===== src/core/ddc_pkg.sv =====
// Shared constants and types for the command decoder.
// Assumes every count of memory-clock edges fits the widths given here.
package ddc_pkg;

    // ------------------------------------------------------------------
    // Clock and time figures
    // ------------------------------------------------------------------
    localparam int CLK_NS    = 8;     // System clock period in ns
    localparam int T_REFI_NS = 7800;  // Internal refresh interval in ns
    // Longest interval, so rounded down to whole clk cycles
    localparam logic [9:0] REFI_CYC = 10'(T_REFI_NS / CLK_NS);

    // ------------------------------------------------------------------
    // Counts of memory-clock rising edges
    // ------------------------------------------------------------------
    localparam logic [2:0] BL8_CK    = 3'h4;    // Eight beats, two a clock
    localparam logic [2:0] BC4_CK    = 3'h2;    // Four-beat chop
    localparam logic [7:0] RFC_CK    = 8'h20;   // Refresh busy, default
    localparam logic [3:0] XP_CK     = 4'h3;    // Exit settle, default
    localparam logic [9:0] ZQINIT_CK = 10'h200; // First long calibration
    localparam logic [9:0] ZQOPER_CK = 10'h100; // Later long calibration
    localparam logic [9:0] ZQCS_CK   = 10'h040; // Short calibration

    // ------------------------------------------------------------------
    // Field positions and reset values
    // ------------------------------------------------------------------
    localparam int AP_BIT     = 10;     // Auto precharge / all banks
    localparam int CHOP_BIT   = 12;     // On-the-fly chop select
    localparam int MR0_BL_LSB = 0;      // Burst field in mode reg 0
    localparam logic [1:0] BL_FIX8  = 2'h0; // Fixed eight beats
    localparam logic [1:0] BL_OTF   = 2'h1; // Chosen per command
    localparam logic [1:0] BL_FIX4  = 2'h2; // Fixed four-beat chop
    localparam logic [1:0] MR0_RST  = 2'h0; // Burst field after reset
    localparam logic [2:0] MR0_SEL  = 3'h0; // Bank code of mode reg 0

    // ------------------------------------------------------------------
    // Types
    // ------------------------------------------------------------------
    // Command and address pins as sampled
    typedef struct packed {
        logic        cke;
        logic        cs_n;
        logic        ras_n;
        logic        cas_n;
        logic        we_n;
        logic [2:0]  ba;
        logic [15:0] addr;
    } ddc_pins_t;

    // Decoded command codes
    typedef enum logic [3:0] {
        CMD_NONE     = 4'h0,
        CMD_MODE_SET = 4'h1,
        CMD_REFRESH  = 4'h2,
        CMD_SR_ENTER = 4'h3,
        CMD_SR_EXIT  = 4'h4,
        CMD_PRE_ONE  = 4'h5,
        CMD_PRE_ALL  = 4'h6,
        CMD_ACTIVATE = 4'h7,
        CMD_WRITE    = 4'h8,
        CMD_READ     = 4'h9,
        CMD_PD_ENTER = 4'ha,
        CMD_PD_EXIT  = 4'hb,
        CMD_CAL_LONG = 4'hc,
        CMD_CAL_SHRT = 4'hd
    } ddc_cmd_t;

    // Power states, one-hot
    typedef enum logic [3:0] {
        PS_ACTIVE = 4'b0001,
        PS_PD_ACT = 4'b0010,
        PS_PD_PRE = 4'b0100,
        PS_SELF   = 4'b1000
    } ddc_pwr_t;

    // Decoded command as reported
    typedef struct packed {
        ddc_cmd_t    cmd;
        logic [2:0]  bank;
        logic [15:0] addr;
        logic        chop;
        logic        auto_pre;
    } ddc_dec_t;

endpackage


===== src/core/ddc_decoder.sv =====
// Command decoder and clock-enable state logic of a DDR3 memory device.
// Assumes the memory clock, its reset pin and all command pins are
// asynchronous to clk and far slower, so edges are found by sampling.
//
// Overview of operation
// - Decode strobes and clock enable at clock rise
// - Reset pin low clears state, no clock
// - Termination input plays no part in decoding
// - Mode set: bank picks register, address opcode
// - Bank operations touch only the named bank, save precharge all
// - Self refresh exit seen without memory clock
// - Started bursts always run to their end
// - Mode zero burst; A12 chop, A10 precharge
// - Refresh, precharge, activate, write, read encodings
// - No-operation registers nothing, stops nothing
// - Deselect acts exactly like no-operation
// - No internal refresh during power-down
// - Long calibration runs engine, then updates drivers
// - Enable low holds; low-to-high with no-op exits
// - Enable falling with no-op enters power-down; with refresh, when closed, self refresh
// - Idle only when closed, quiet, enabled, settled
`timescale 1ns/100ps

module ddc_decoder (
    input  wire logic               clk,
    input  wire logic               rstn,
    input  wire logic               ck_pin,
    input  wire logic               rst_pin_n,
    input  wire ddc_pkg::ddc_pins_t pins,
    output ddc_pkg::ddc_dec_t       dec_q,
    output logic                    dec_valid_q,
    output ddc_pkg::ddc_pwr_t       pwr_q,
    output logic [7:0]              bank_open_q,
    output logic [1:0]              mr0_bl_q,
    output logic                    burst_busy_q,
    output logic                    idle_q,
    output logic                    self_ref_tick_q,
    output logic                    zq_busy_q,
    output logic                    zq_update_q
);

    // ------------------------------------------------------------------
    // Pin synchronisation
    // ------------------------------------------------------------------
    logic [25:0]        sy;         // Filtered pins
    logic               ck_s;       // Filtered memory clock
    logic               rpin_s;     // Filtered reset pin
    ddc_pkg::ddc_pins_t p;          // Filtered command pins

    ddc_sync #(.W(26)) u_sync (
        .clk  (clk),
        .rstn (rstn),
        .din  ({ck_pin, rst_pin_n, pins}),
        .dout (sy)
    );

    assign ck_s   = sy[25];
    assign rpin_s = sy[24];
    assign p      = ddc_pkg::ddc_pins_t'(sy[23:0]);

    // ------------------------------------------------------------------
    // Reset and clock edge
    // ------------------------------------------------------------------
    logic srst;         // Combined reset
    logic ck_prev_q;    // Memory clock at previous clk
    logic ck_rise;      // Memory clock rising edge
    logic cke_prev_q;   // Clock enable at previous memory edge

    // Reset pin needs no memory clock to act
    assign srst    = !rstn || !rpin_s;
    assign ck_rise = ck_s && !ck_prev_q;

    // Edge history; clock enable kept per memory edge
    always_ff @(posedge clk) begin
        if (srst) begin
            ck_prev_q  <= 1'b0;
            cke_prev_q <= 1'b0;
        end else begin
            ck_prev_q <= ck_s;
            if (ck_rise) begin
                cke_prev_q <= p.cke;
            end
        end
    end

    // ------------------------------------------------------------------
    // Command decode
    // ------------------------------------------------------------------
    logic [2:0]        strb;       // RAS, CAS, WE strobes
    logic              sel;        // Chip selected
    logic              quiet;      // Deselect or no-operation
    logic              all_closed; // No bank open and no burst
    logic              chop_c;     // Burst chop for this command
    ddc_pkg::ddc_cmd_t cmd_c;      // Decoded command

    assign strb       = {p.ras_n, p.cas_n, p.we_n};
    assign sel        = !p.cs_n;
    // Deselect counts exactly as no-operation
    assign quiet      = !sel || (strb == 3'b111);
    assign all_closed = (bank_open_q == 8'h00) && !burst_busy_q;

    // Burst size from mode zero or per command
    always_comb begin
        chop_c = 1'b0;
        if (mr0_bl_q == ddc_pkg::BL_FIX4) begin
            chop_c = 1'b1;
        end else if (mr0_bl_q == ddc_pkg::BL_OTF) begin
            chop_c = !p.addr[ddc_pkg::CHOP_BIT];
        end
    end

    // Termination input is not a port; it cannot steer this
    always_comb begin
        cmd_c = ddc_pkg::CMD_NONE;
        if (pwr_q == ddc_pkg::PS_SELF && p.cke) begin
            // Exit found on the enable level alone
            cmd_c = ddc_pkg::CMD_SR_EXIT;
        end else if (ck_rise) begin
            case (pwr_q)
                ddc_pkg::PS_ACTIVE: begin
                    if (cke_prev_q && p.cke && sel) begin
                        case (strb)
                            3'b000: cmd_c = ddc_pkg::CMD_MODE_SET;
                            3'b001: cmd_c = ddc_pkg::CMD_REFRESH;
                            3'b010: cmd_c = p.addr[ddc_pkg::AP_BIT] ?
                                ddc_pkg::CMD_PRE_ALL : ddc_pkg::CMD_PRE_ONE;
                            3'b011: cmd_c = ddc_pkg::CMD_ACTIVATE;
                            3'b100: cmd_c = ddc_pkg::CMD_WRITE;
                            3'b101: cmd_c = ddc_pkg::CMD_READ;
                            3'b110: cmd_c = p.addr[ddc_pkg::AP_BIT] ?
                                ddc_pkg::CMD_CAL_LONG :
                                ddc_pkg::CMD_CAL_SHRT;
                            default: cmd_c = ddc_pkg::CMD_NONE;
                        endcase
                    end else if (cke_prev_q && !p.cke) begin
                        if (sel && strb == 3'b001 && all_closed) begin
                            cmd_c = ddc_pkg::CMD_SR_ENTER;
                        end else if (quiet) begin
                            cmd_c = ddc_pkg::CMD_PD_ENTER;
                        end
                    end
                end
                ddc_pkg::PS_PD_ACT, ddc_pkg::PS_PD_PRE: begin
                    if (!cke_prev_q && p.cke && quiet) begin
                        cmd_c = ddc_pkg::CMD_PD_EXIT;
                    end
                end
                default: cmd_c = ddc_pkg::CMD_NONE;
            endcase
        end
    end

    // Report register; one pulse per decoded command
    always_ff @(posedge clk) begin
        if (srst) begin
            dec_q       <= '0;
            dec_valid_q <= 1'b0;
        end else begin
            dec_valid_q   <= (cmd_c != ddc_pkg::CMD_NONE);
            dec_q.cmd     <= cmd_c;
            dec_q.bank    <= p.ba;
            dec_q.addr    <= p.addr;
            dec_q.chop    <= chop_c;
            dec_q.auto_pre <= p.addr[ddc_pkg::AP_BIT];
        end
    end

    // Mode register zero burst field
    always_ff @(posedge clk) begin
        if (srst) begin
            mr0_bl_q <= ddc_pkg::MR0_RST;
        end else if (cmd_c == ddc_pkg::CMD_MODE_SET &&
                     p.ba == ddc_pkg::MR0_SEL) begin
            mr0_bl_q <= p.addr[ddc_pkg::MR0_BL_LSB +: 2];
        end
    end

    // ------------------------------------------------------------------
    // Burst tracking
    // ------------------------------------------------------------------
    logic [2:0] burst_cnt_q;   // Memory edges left in burst
    logic       ap_pend_q;     // Auto precharge at burst end
    logic [2:0] ap_bank_q;     // Bank to close at burst end
    logic       burst_end;     // Last edge of the burst

    assign burst_end = ck_rise && (burst_cnt_q == 3'h1);

    // A new read or write cannot cut a running burst
    always_ff @(posedge clk) begin
        if (srst) begin
            burst_cnt_q  <= 3'h0;
            ap_pend_q    <= 1'b0;
            ap_bank_q    <= 3'h0;
            burst_busy_q <= 1'b0;
        end else begin
            if ((cmd_c == ddc_pkg::CMD_READ ||
                 cmd_c == ddc_pkg::CMD_WRITE) && !burst_busy_q) begin
                burst_cnt_q  <= chop_c ? ddc_pkg::BC4_CK :
                                         ddc_pkg::BL8_CK;
                ap_pend_q    <= p.addr[ddc_pkg::AP_BIT];
                ap_bank_q    <= p.ba;
                burst_busy_q <= 1'b1;
            end else if (ck_rise && burst_busy_q) begin
                burst_cnt_q  <= burst_cnt_q - 3'h1;
                burst_busy_q <= !burst_end;
            end
        end
    end

    // ------------------------------------------------------------------
    // Bank state
    // ------------------------------------------------------------------
    logic [7:0] bank_d;   // Next open-bank mask

    // Only the addressed bank and, at burst end, the auto-precharge bank change; precharge all clears every bank
    always_comb begin
        bank_d = bank_open_q;
        if (burst_end && ap_pend_q) begin
            bank_d[ap_bank_q] = 1'b0;
        end
        case (cmd_c)
            ddc_pkg::CMD_ACTIVATE: bank_d[p.ba] = 1'b1;
            ddc_pkg::CMD_PRE_ONE:  bank_d[p.ba] = 1'b0;
            ddc_pkg::CMD_PRE_ALL:  bank_d = 8'h00;
            default:               bank_d = bank_d;
        endcase
    end

    always_ff @(posedge clk) begin
        if (srst) begin
            bank_open_q <= 8'h00;
        end else begin
            bank_open_q <= bank_d;
        end
    end

    // ------------------------------------------------------------------
    // Refresh busy and exit settle timers
    // ------------------------------------------------------------------
    logic [7:0] ref_cnt_q;   // Memory edges of refresh left
    logic [3:0] xp_cnt_q;    // Memory edges of exit settle left

    always_ff @(posedge clk) begin
        if (srst) begin
            ref_cnt_q <= 8'h00;
        end else if (cmd_c == ddc_pkg::CMD_REFRESH) begin
            ref_cnt_q <= ddc_pkg::RFC_CK;
        end else if (ck_rise && ref_cnt_q != 8'h00) begin
            ref_cnt_q <= ref_cnt_q - 8'h01;
        end
    end

    always_ff @(posedge clk) begin
        if (srst) begin
            xp_cnt_q <= 4'h0;
        end else if (cmd_c == ddc_pkg::CMD_PD_EXIT ||
                     cmd_c == ddc_pkg::CMD_SR_EXIT) begin
            xp_cnt_q <= ddc_pkg::XP_CK;
        end else if (ck_rise && xp_cnt_q != 4'h0) begin
            xp_cnt_q <= xp_cnt_q - 4'h1;
        end
    end

    // ------------------------------------------------------------------
    // Power state machine
    // ------------------------------------------------------------------
    // Enable low on both edges simply keeps the state
    always_ff @(posedge clk) begin
        if (srst) begin
            pwr_q <= ddc_pkg::PS_ACTIVE;
        end else begin
            case (cmd_c)
                ddc_pkg::CMD_SR_ENTER: pwr_q <= ddc_pkg::PS_SELF;
                ddc_pkg::CMD_PD_ENTER: begin
                    // Open bank or burst gives active power-down
                    if (bank_open_q != 8'h00 || burst_busy_q) begin
                        pwr_q <= ddc_pkg::PS_PD_ACT;
                    end else begin
                        pwr_q <= ddc_pkg::PS_PD_PRE;
                    end
                end
                ddc_pkg::CMD_PD_EXIT,
                ddc_pkg::CMD_SR_EXIT: pwr_q <= ddc_pkg::PS_ACTIVE;
                default: pwr_q <= pwr_q;
            endcase
        end
    end

    // Idle needs every prior timing settled
    always_ff @(posedge clk) begin
        if (srst) begin
            idle_q <= 1'b0;
        end else begin
            idle_q <= (pwr_q == ddc_pkg::PS_ACTIVE) && cke_prev_q &&
                      (bank_d == 8'h00) && !burst_busy_q &&
                      (ref_cnt_q == 8'h00) && (xp_cnt_q == 4'h0) &&
                      !zq_busy_q;
        end
    end

    // ------------------------------------------------------------------
    // Internal refresh timer, self refresh only
    // ------------------------------------------------------------------
    logic [9:0] refi_cnt_q;   // clk cycles into current interval

    // Power-down leaves refresh to the controller
    always_ff @(posedge clk) begin
        if (srst || pwr_q != ddc_pkg::PS_SELF) begin
            refi_cnt_q      <= 10'h000;
            self_ref_tick_q <= 1'b0;
        end else if (refi_cnt_q == ddc_pkg::REFI_CYC - 10'h001) begin
            refi_cnt_q      <= 10'h000;
            self_ref_tick_q <= 1'b1;
        end else begin
            refi_cnt_q      <= refi_cnt_q + 10'h001;
            self_ref_tick_q <= 1'b0;
        end
    end

    // ------------------------------------------------------------------
    // Calibration engine
    // ------------------------------------------------------------------
    logic [9:0] zq_cnt_q;    // Memory edges of calibration left
    logic       zq_init_q;   // A long calibration already ran

    // Busy engine ignores a second calibration command
    always_ff @(posedge clk) begin
        if (srst) begin
            zq_cnt_q    <= 10'h000;
            zq_init_q   <= 1'b0;
            zq_busy_q   <= 1'b0;
            zq_update_q <= 1'b0;
        end else begin
            zq_update_q <= 1'b0;
            if (cmd_c == ddc_pkg::CMD_CAL_LONG && !zq_busy_q) begin
                // First run gets the longer window
                zq_cnt_q  <= zq_init_q ? ddc_pkg::ZQOPER_CK :
                                         ddc_pkg::ZQINIT_CK;
                zq_init_q <= 1'b1;
                zq_busy_q <= 1'b1;
            end else if (cmd_c == ddc_pkg::CMD_CAL_SHRT && !zq_busy_q) begin
                zq_cnt_q  <= ddc_pkg::ZQCS_CK;
                zq_busy_q <= 1'b1;
            end else if (ck_rise && zq_busy_q) begin
                zq_cnt_q <= zq_cnt_q - 10'h001;
                if (zq_cnt_q == 10'h001) begin
                    // Results go to drivers and termination
                    zq_busy_q   <= 1'b0;
                    zq_update_q <= 1'b1;
                end
            end
        end
    end

    logic acc;   // Edge where a command may be taken
    assign acc = ck_rise && pwr_q == ddc_pkg::PS_ACTIVE &&
                 cke_prev_q && p.cke;
endmodule


===== src/core/ddc_sync.sv =====
// Three-stage input synchroniser with agreement filter.
// Assumes inputs are asynchronous to clk; output follows once stages
// two and three agree.
`timescale 1ns/100ps

module ddc_sync #(
    parameter int W = 1
) (
    input  wire logic         clk,
    input  wire logic         rstn,
    input  wire logic [W-1:0] din,
    output logic      [W-1:0] dout
);

    logic [W-1:0] s1_q;   // Metastable stage, read only by s2_q
    logic [W-1:0] s2_q;   // Second stage
    logic [W-1:0] s3_q;   // Third stage

    // ------------------------------------------------------------------
    // Shift chain
    // ------------------------------------------------------------------
    always_ff @(posedge clk) begin
        if (!rstn) begin
            s1_q <= '0;
            s2_q <= '0;
            s3_q <= '0;
        end else begin
            s1_q <= din;
            s2_q <= s1_q;
            s3_q <= s2_q;
        end
    end

    // ------------------------------------------------------------------
    // Filter: a bit moves only where stages two and three agree
    // ------------------------------------------------------------------
    always_ff @(posedge clk) begin
        if (!rstn) begin
            dout <= '0;
        end else begin
            dout <= (s2_q & s3_q) | (dout & (s2_q ^ s3_q));
        end
    end

endmodule


===== config.mk =====
export PLATFORM = sky130hd
export DESIGN_NAME = ddc_decoder
export DESIGN_NICKNAME = d
export VERILOG_FILES = /design/src/core/ddc_pkg.sv /design/src/core/ddc_decoder.sv /design/src/core/ddc_sync.sv
export SDC_FILE = /design/constraint.sdc
export NUM_CORES = 1
export LEC_CHECK = 0
export BUFFER_PORTS_ARGS = -buffer_cell sky130_fd_sc_hd__buf_2
export CORE_ASPECT_RATIO = 1.75
export CORE_MARGIN = 2
export CORE_UTILIZATION = 53
export CTS_CLUSTER_DIAMETER = 30
export CTS_CLUSTER_SIZE = 30
export DETAILED_ROUTE_END_ITERATION = 10
export GPL_ROUTABILITY_DRIVEN = 0
export HOLD_SLACK_MARGIN = 0.08
export PLACE_DENSITY = 0.77
export SETUP_SLACK_MARGIN = 0.1
export SLEW_MARGIN = 40
export SYNTH_ARGS = -nofsm -noshare
export SYNTH_HDL_FRONTEND = slang
export SYNTH_HIERARCHICAL = 1
export SYNTH_SLANG_ARGS = --single-unit

===== constraint.sdc =====
create_clock -name clk -period 3 [get_ports clk]
set_clock_uncertainty 0.2 [all_clocks]
set_input_delay 0.15 -clock clk [delete_from_list [all_inputs] [get_ports clk]]
set_output_delay 0.15 -clock clk [all_outputs]
set_load 0.02 [all_outputs]

==> results_dict.tcl <==
set metrics [dict create \
    yosys_warnings 6 \
    portBuffers 72 \
    cts_sinks 190 \
    hp-class "register to register" \
    drc 0 \
    setup_viol_count_final 0 \
    grt_antenna_before_repair 0 \
    slew-limit-headroom_pct 52.0 \
    ys_ff_latch 190 \
    path_class "register to register" \
    coreArea_um2 13800 \
    wl_per_cell_um 14.5 \
    clk_latency_ns 0.43 \
    synth_nets 812 \
    h-tree-depth 4 \
    async_flop_share_pct 0 \
    areaGrowthSynthToFinish_pct 19.6 \
    cts_tree "done" \
    crit_chain "or4b_4, a211o_1, o32a_4, nor3b_4, buf_4, o21ai_2, o221ai_1, nand3_1, and4b_1" \
    synth-edff-count 0 \
    drv_cap 0 \
    hpwl_um 10400 \
    worst_slew_pin_slew_ns 0.711 \
    overflow 0 \
    power_w 0.00501 \
    critPathMaxStageDelay_ns 0.55 \
    hold_viol 0 \
    final.setup.tns_ns 0 \
    status "finished, final reports clean" \
    powerDensity_nw_per_um2 564 \
    synth.distinct_cells 67 \
    cts_root_buffer "clkbuf_16" \
    grt_pass1_wl_um 25600 \
    syn_area_per_cell_um2 9.92 \
    ant_nets 0 \
    die_height_um 161 \
    drtIter0Drc 228 \
    grt_util_all_layers_pct 21.3 \
    yosysSeqAreaShare_pct 51.2 \
    pwr-share-seq_pct 51.4 \
    p_switching_w 0.00121 \
    maxSlewViolCount 0 \
    slowest_stage "or4b_4" \
    ys.flop_type "dfxtp_1" \
    sw_frac_of_total_pct 24.1 \
    grt_max_degree 123 \
    synth_area_leaders "dfxtp_1 (51%), and2_1 (7.0%), ha_1 (5.9%), a21oi_1 (3.9%), nor2_1 (3.0%)" \
    initial_core_util_pct 54.0 \
    setup.worst_path.start_class "register" \
    p_leak_nw 3.85 \
    grt_pass1_vias 5529 \
    drive_gt1_share_pct 17.0 \
    critPathRequiredTime_ns 3.16 \
    netlist.area_leader.share_pct 51.2 \
    die_area_um2 15000 \
    netlist_area_um2 7430 \
    critPathArrivalTime_ns 2.96 \
    rsz0062_at_grt "true" \
    clockPowerShare_pct 46.4 \
    internal_power_w 0.00380 \
    chipWidth_um 93.5 \
    drt_pass1_iterations 5 \
    syn-instance-count 749 \
    cts-buffers-inserted 17 \
    cp_max_fo 4 \
    layout.nets 922 \
    synth_area_leader_cell "dfxtp_1" \
    nFillCells 1117 \
    avgViaCountPerCell 5.31 \
    num_antenna_cells 0 \
    cts_max_path_buffers 2 \
    max_freq_ghz 0.357 \
    cp-end-kind "register" \
    vias 5572 \
    placed_cells 987 \
    fin_crit_sh_pct 93.3 \
    clkSlewWorstSetupHoldPaths_ns 0.08 \
    pwr-share-comb_pct 2.2 \
    num_rows 57 \
    routed_wl_um 15200 \
    min_period_ns 2.80 \
    pin_count 73 \
    fin_cells 1049 \
    vdd_drop_max_mv 0.498 \
    holdWs_ns 0.233 \
]
[final cells by class]
class                           count  area [um^2]  area share [%]
Clock inverter                     15          220            2.48
Inverter                           10         37.5           0.423
Clock buffer                       17          425            4.79
Multi-Input combinational cell    516         3350            37.7
Timing Repair Buffer              124          822            9.26
Tap cell                          177          221            2.49
Sequential cell                   190         3810            42.9
[cell usage in the layout, fill, tap and decap left out, drive strengths merged, types with 3 or more instances in the layout]
master and n:
a211oi 5, clkbuf 17, dfxtp 190, or3 3, a31oi 5, nor2 60, ha 35, and2 84
and2b 22, or4 3, nor2b 5, and3b 3, a21oi 58, xor2 13, nand3b 4, nand2b 8
nor3b 5, nor3 12, nand3 19, clkinv 7, xnor2 11, o21ai 20, nand2 47, buf 97
nor4b 6, o21a 5, nor4 7, and3 31, dlygate4sd3 27, inv 18, nand4 6
[metrics by stage]
stage,util [%],area (um^2),setup WS [ns]
3_3_place_gp,57.4,7900,0.252
3_5_place_dp,57.4,7900,0.222
6_report,64.5,8880,0.200
2_1_floorplan,-,7430,0.142
4_1_cts,64.1,8820,0.188
5_1_grt,64.5,8880,0.0326
[Yosys cell counts, drive strengths merged (14+ instances only)]
cell and n:
ha 35, nand3 19, o21ai 20, and2b 22, buf 18, and3 31, nor2 60, and2 84
dfxtp 190, clkbuf 14, nand2 47, a21oi 58
[timing repair]
action	CTS	global route
gates resized for setup	0	11
setup endpoints to repair	0	2
hold buffers	27	0
buffers inserted	0	3
endpoints found under the hold margin	28	0
[state kept, by name, indices dropped and copies added, names as in the netlist, 2 cells and up]
name and flops:
mr0_bl_q 2, dec_q 24, burst_cnt_q 3, u_sync/s3_q 26, xp_cnt_q 4, ref_cnt_q 8
u_sync/s1_q 26, bank_open_q 8, u_sync/s2_q 26, ap_bank_q 3, pwr_q 4, refi_cnt_q 10
u_sync/dout 26, zq_cnt_q 10
[power by group through the flow]
stage                     sequential, W  combinational, W  clock, W
final                           0.00258          0.000109   0.00232
after global routing            0.00258          0.000127   0.00248
after CTS                       0.00258          0.000109   0.00238
after detailed placement        0.00264         0.0000810         0
after global placement          0.00264         0.0000801         0
after floorplan                 0.00263         0.0000645         0
[final timing paths]
| check | cells after the start | slack (ns) | start | to |
|---|---|---|---|---|
| setup / recovery | 9 | 0.20 | pwr_q[1]$_SDFFE_PP0P_ | idle_q$_SDFF_PP0_ |
| hold / removal | 1 | 0.23 | u_sync/s1_q[16]$_SDFF_PN0_ | u_sync/s2_q[16]$_SDFF_PN0_ |
| setup reg to reg | 9 | 0.20 | pwr_q[1]$_SDFFE_PP0P_ | idle_q$_SDFF_PP0_ |
| hold reg to reg | 1 | 0.23 | u_sync/s1_q[16]$_SDFF_PN0_ | u_sync/s2_q[16]$_SDFF_PN0_ |
[worst max-delay path: cells and delay by family, from the launching register on]
family	cells	cell delay, ns
and+or+nand+nor	4	1.10
DFF	1	0.32
AOI/OAI and AO/OA	4	0.95
buffers and inverters	1	0.17
[layer usage]
metal  track usage (%)  wire [um]  up-vias
met1              22.9       5930     2546
met4              11.6        842        0
met5                 0          0        -
li1                  -          -     2791
met3              4.46        639       63
met2              38.1       7800      172
[kinds of logic after synthesis]
kind of cell	synth area share [%]
AOI/OAI and AO/OA	10.1
xor gates and xnor gates	2.83
adders and majority gates	5.90
buffers and inverters	4.18
DFF	51.2
muxes	0.421
and+or+nand+nor	25.4
Note: power is estimated with default switching activity, not from simulation.
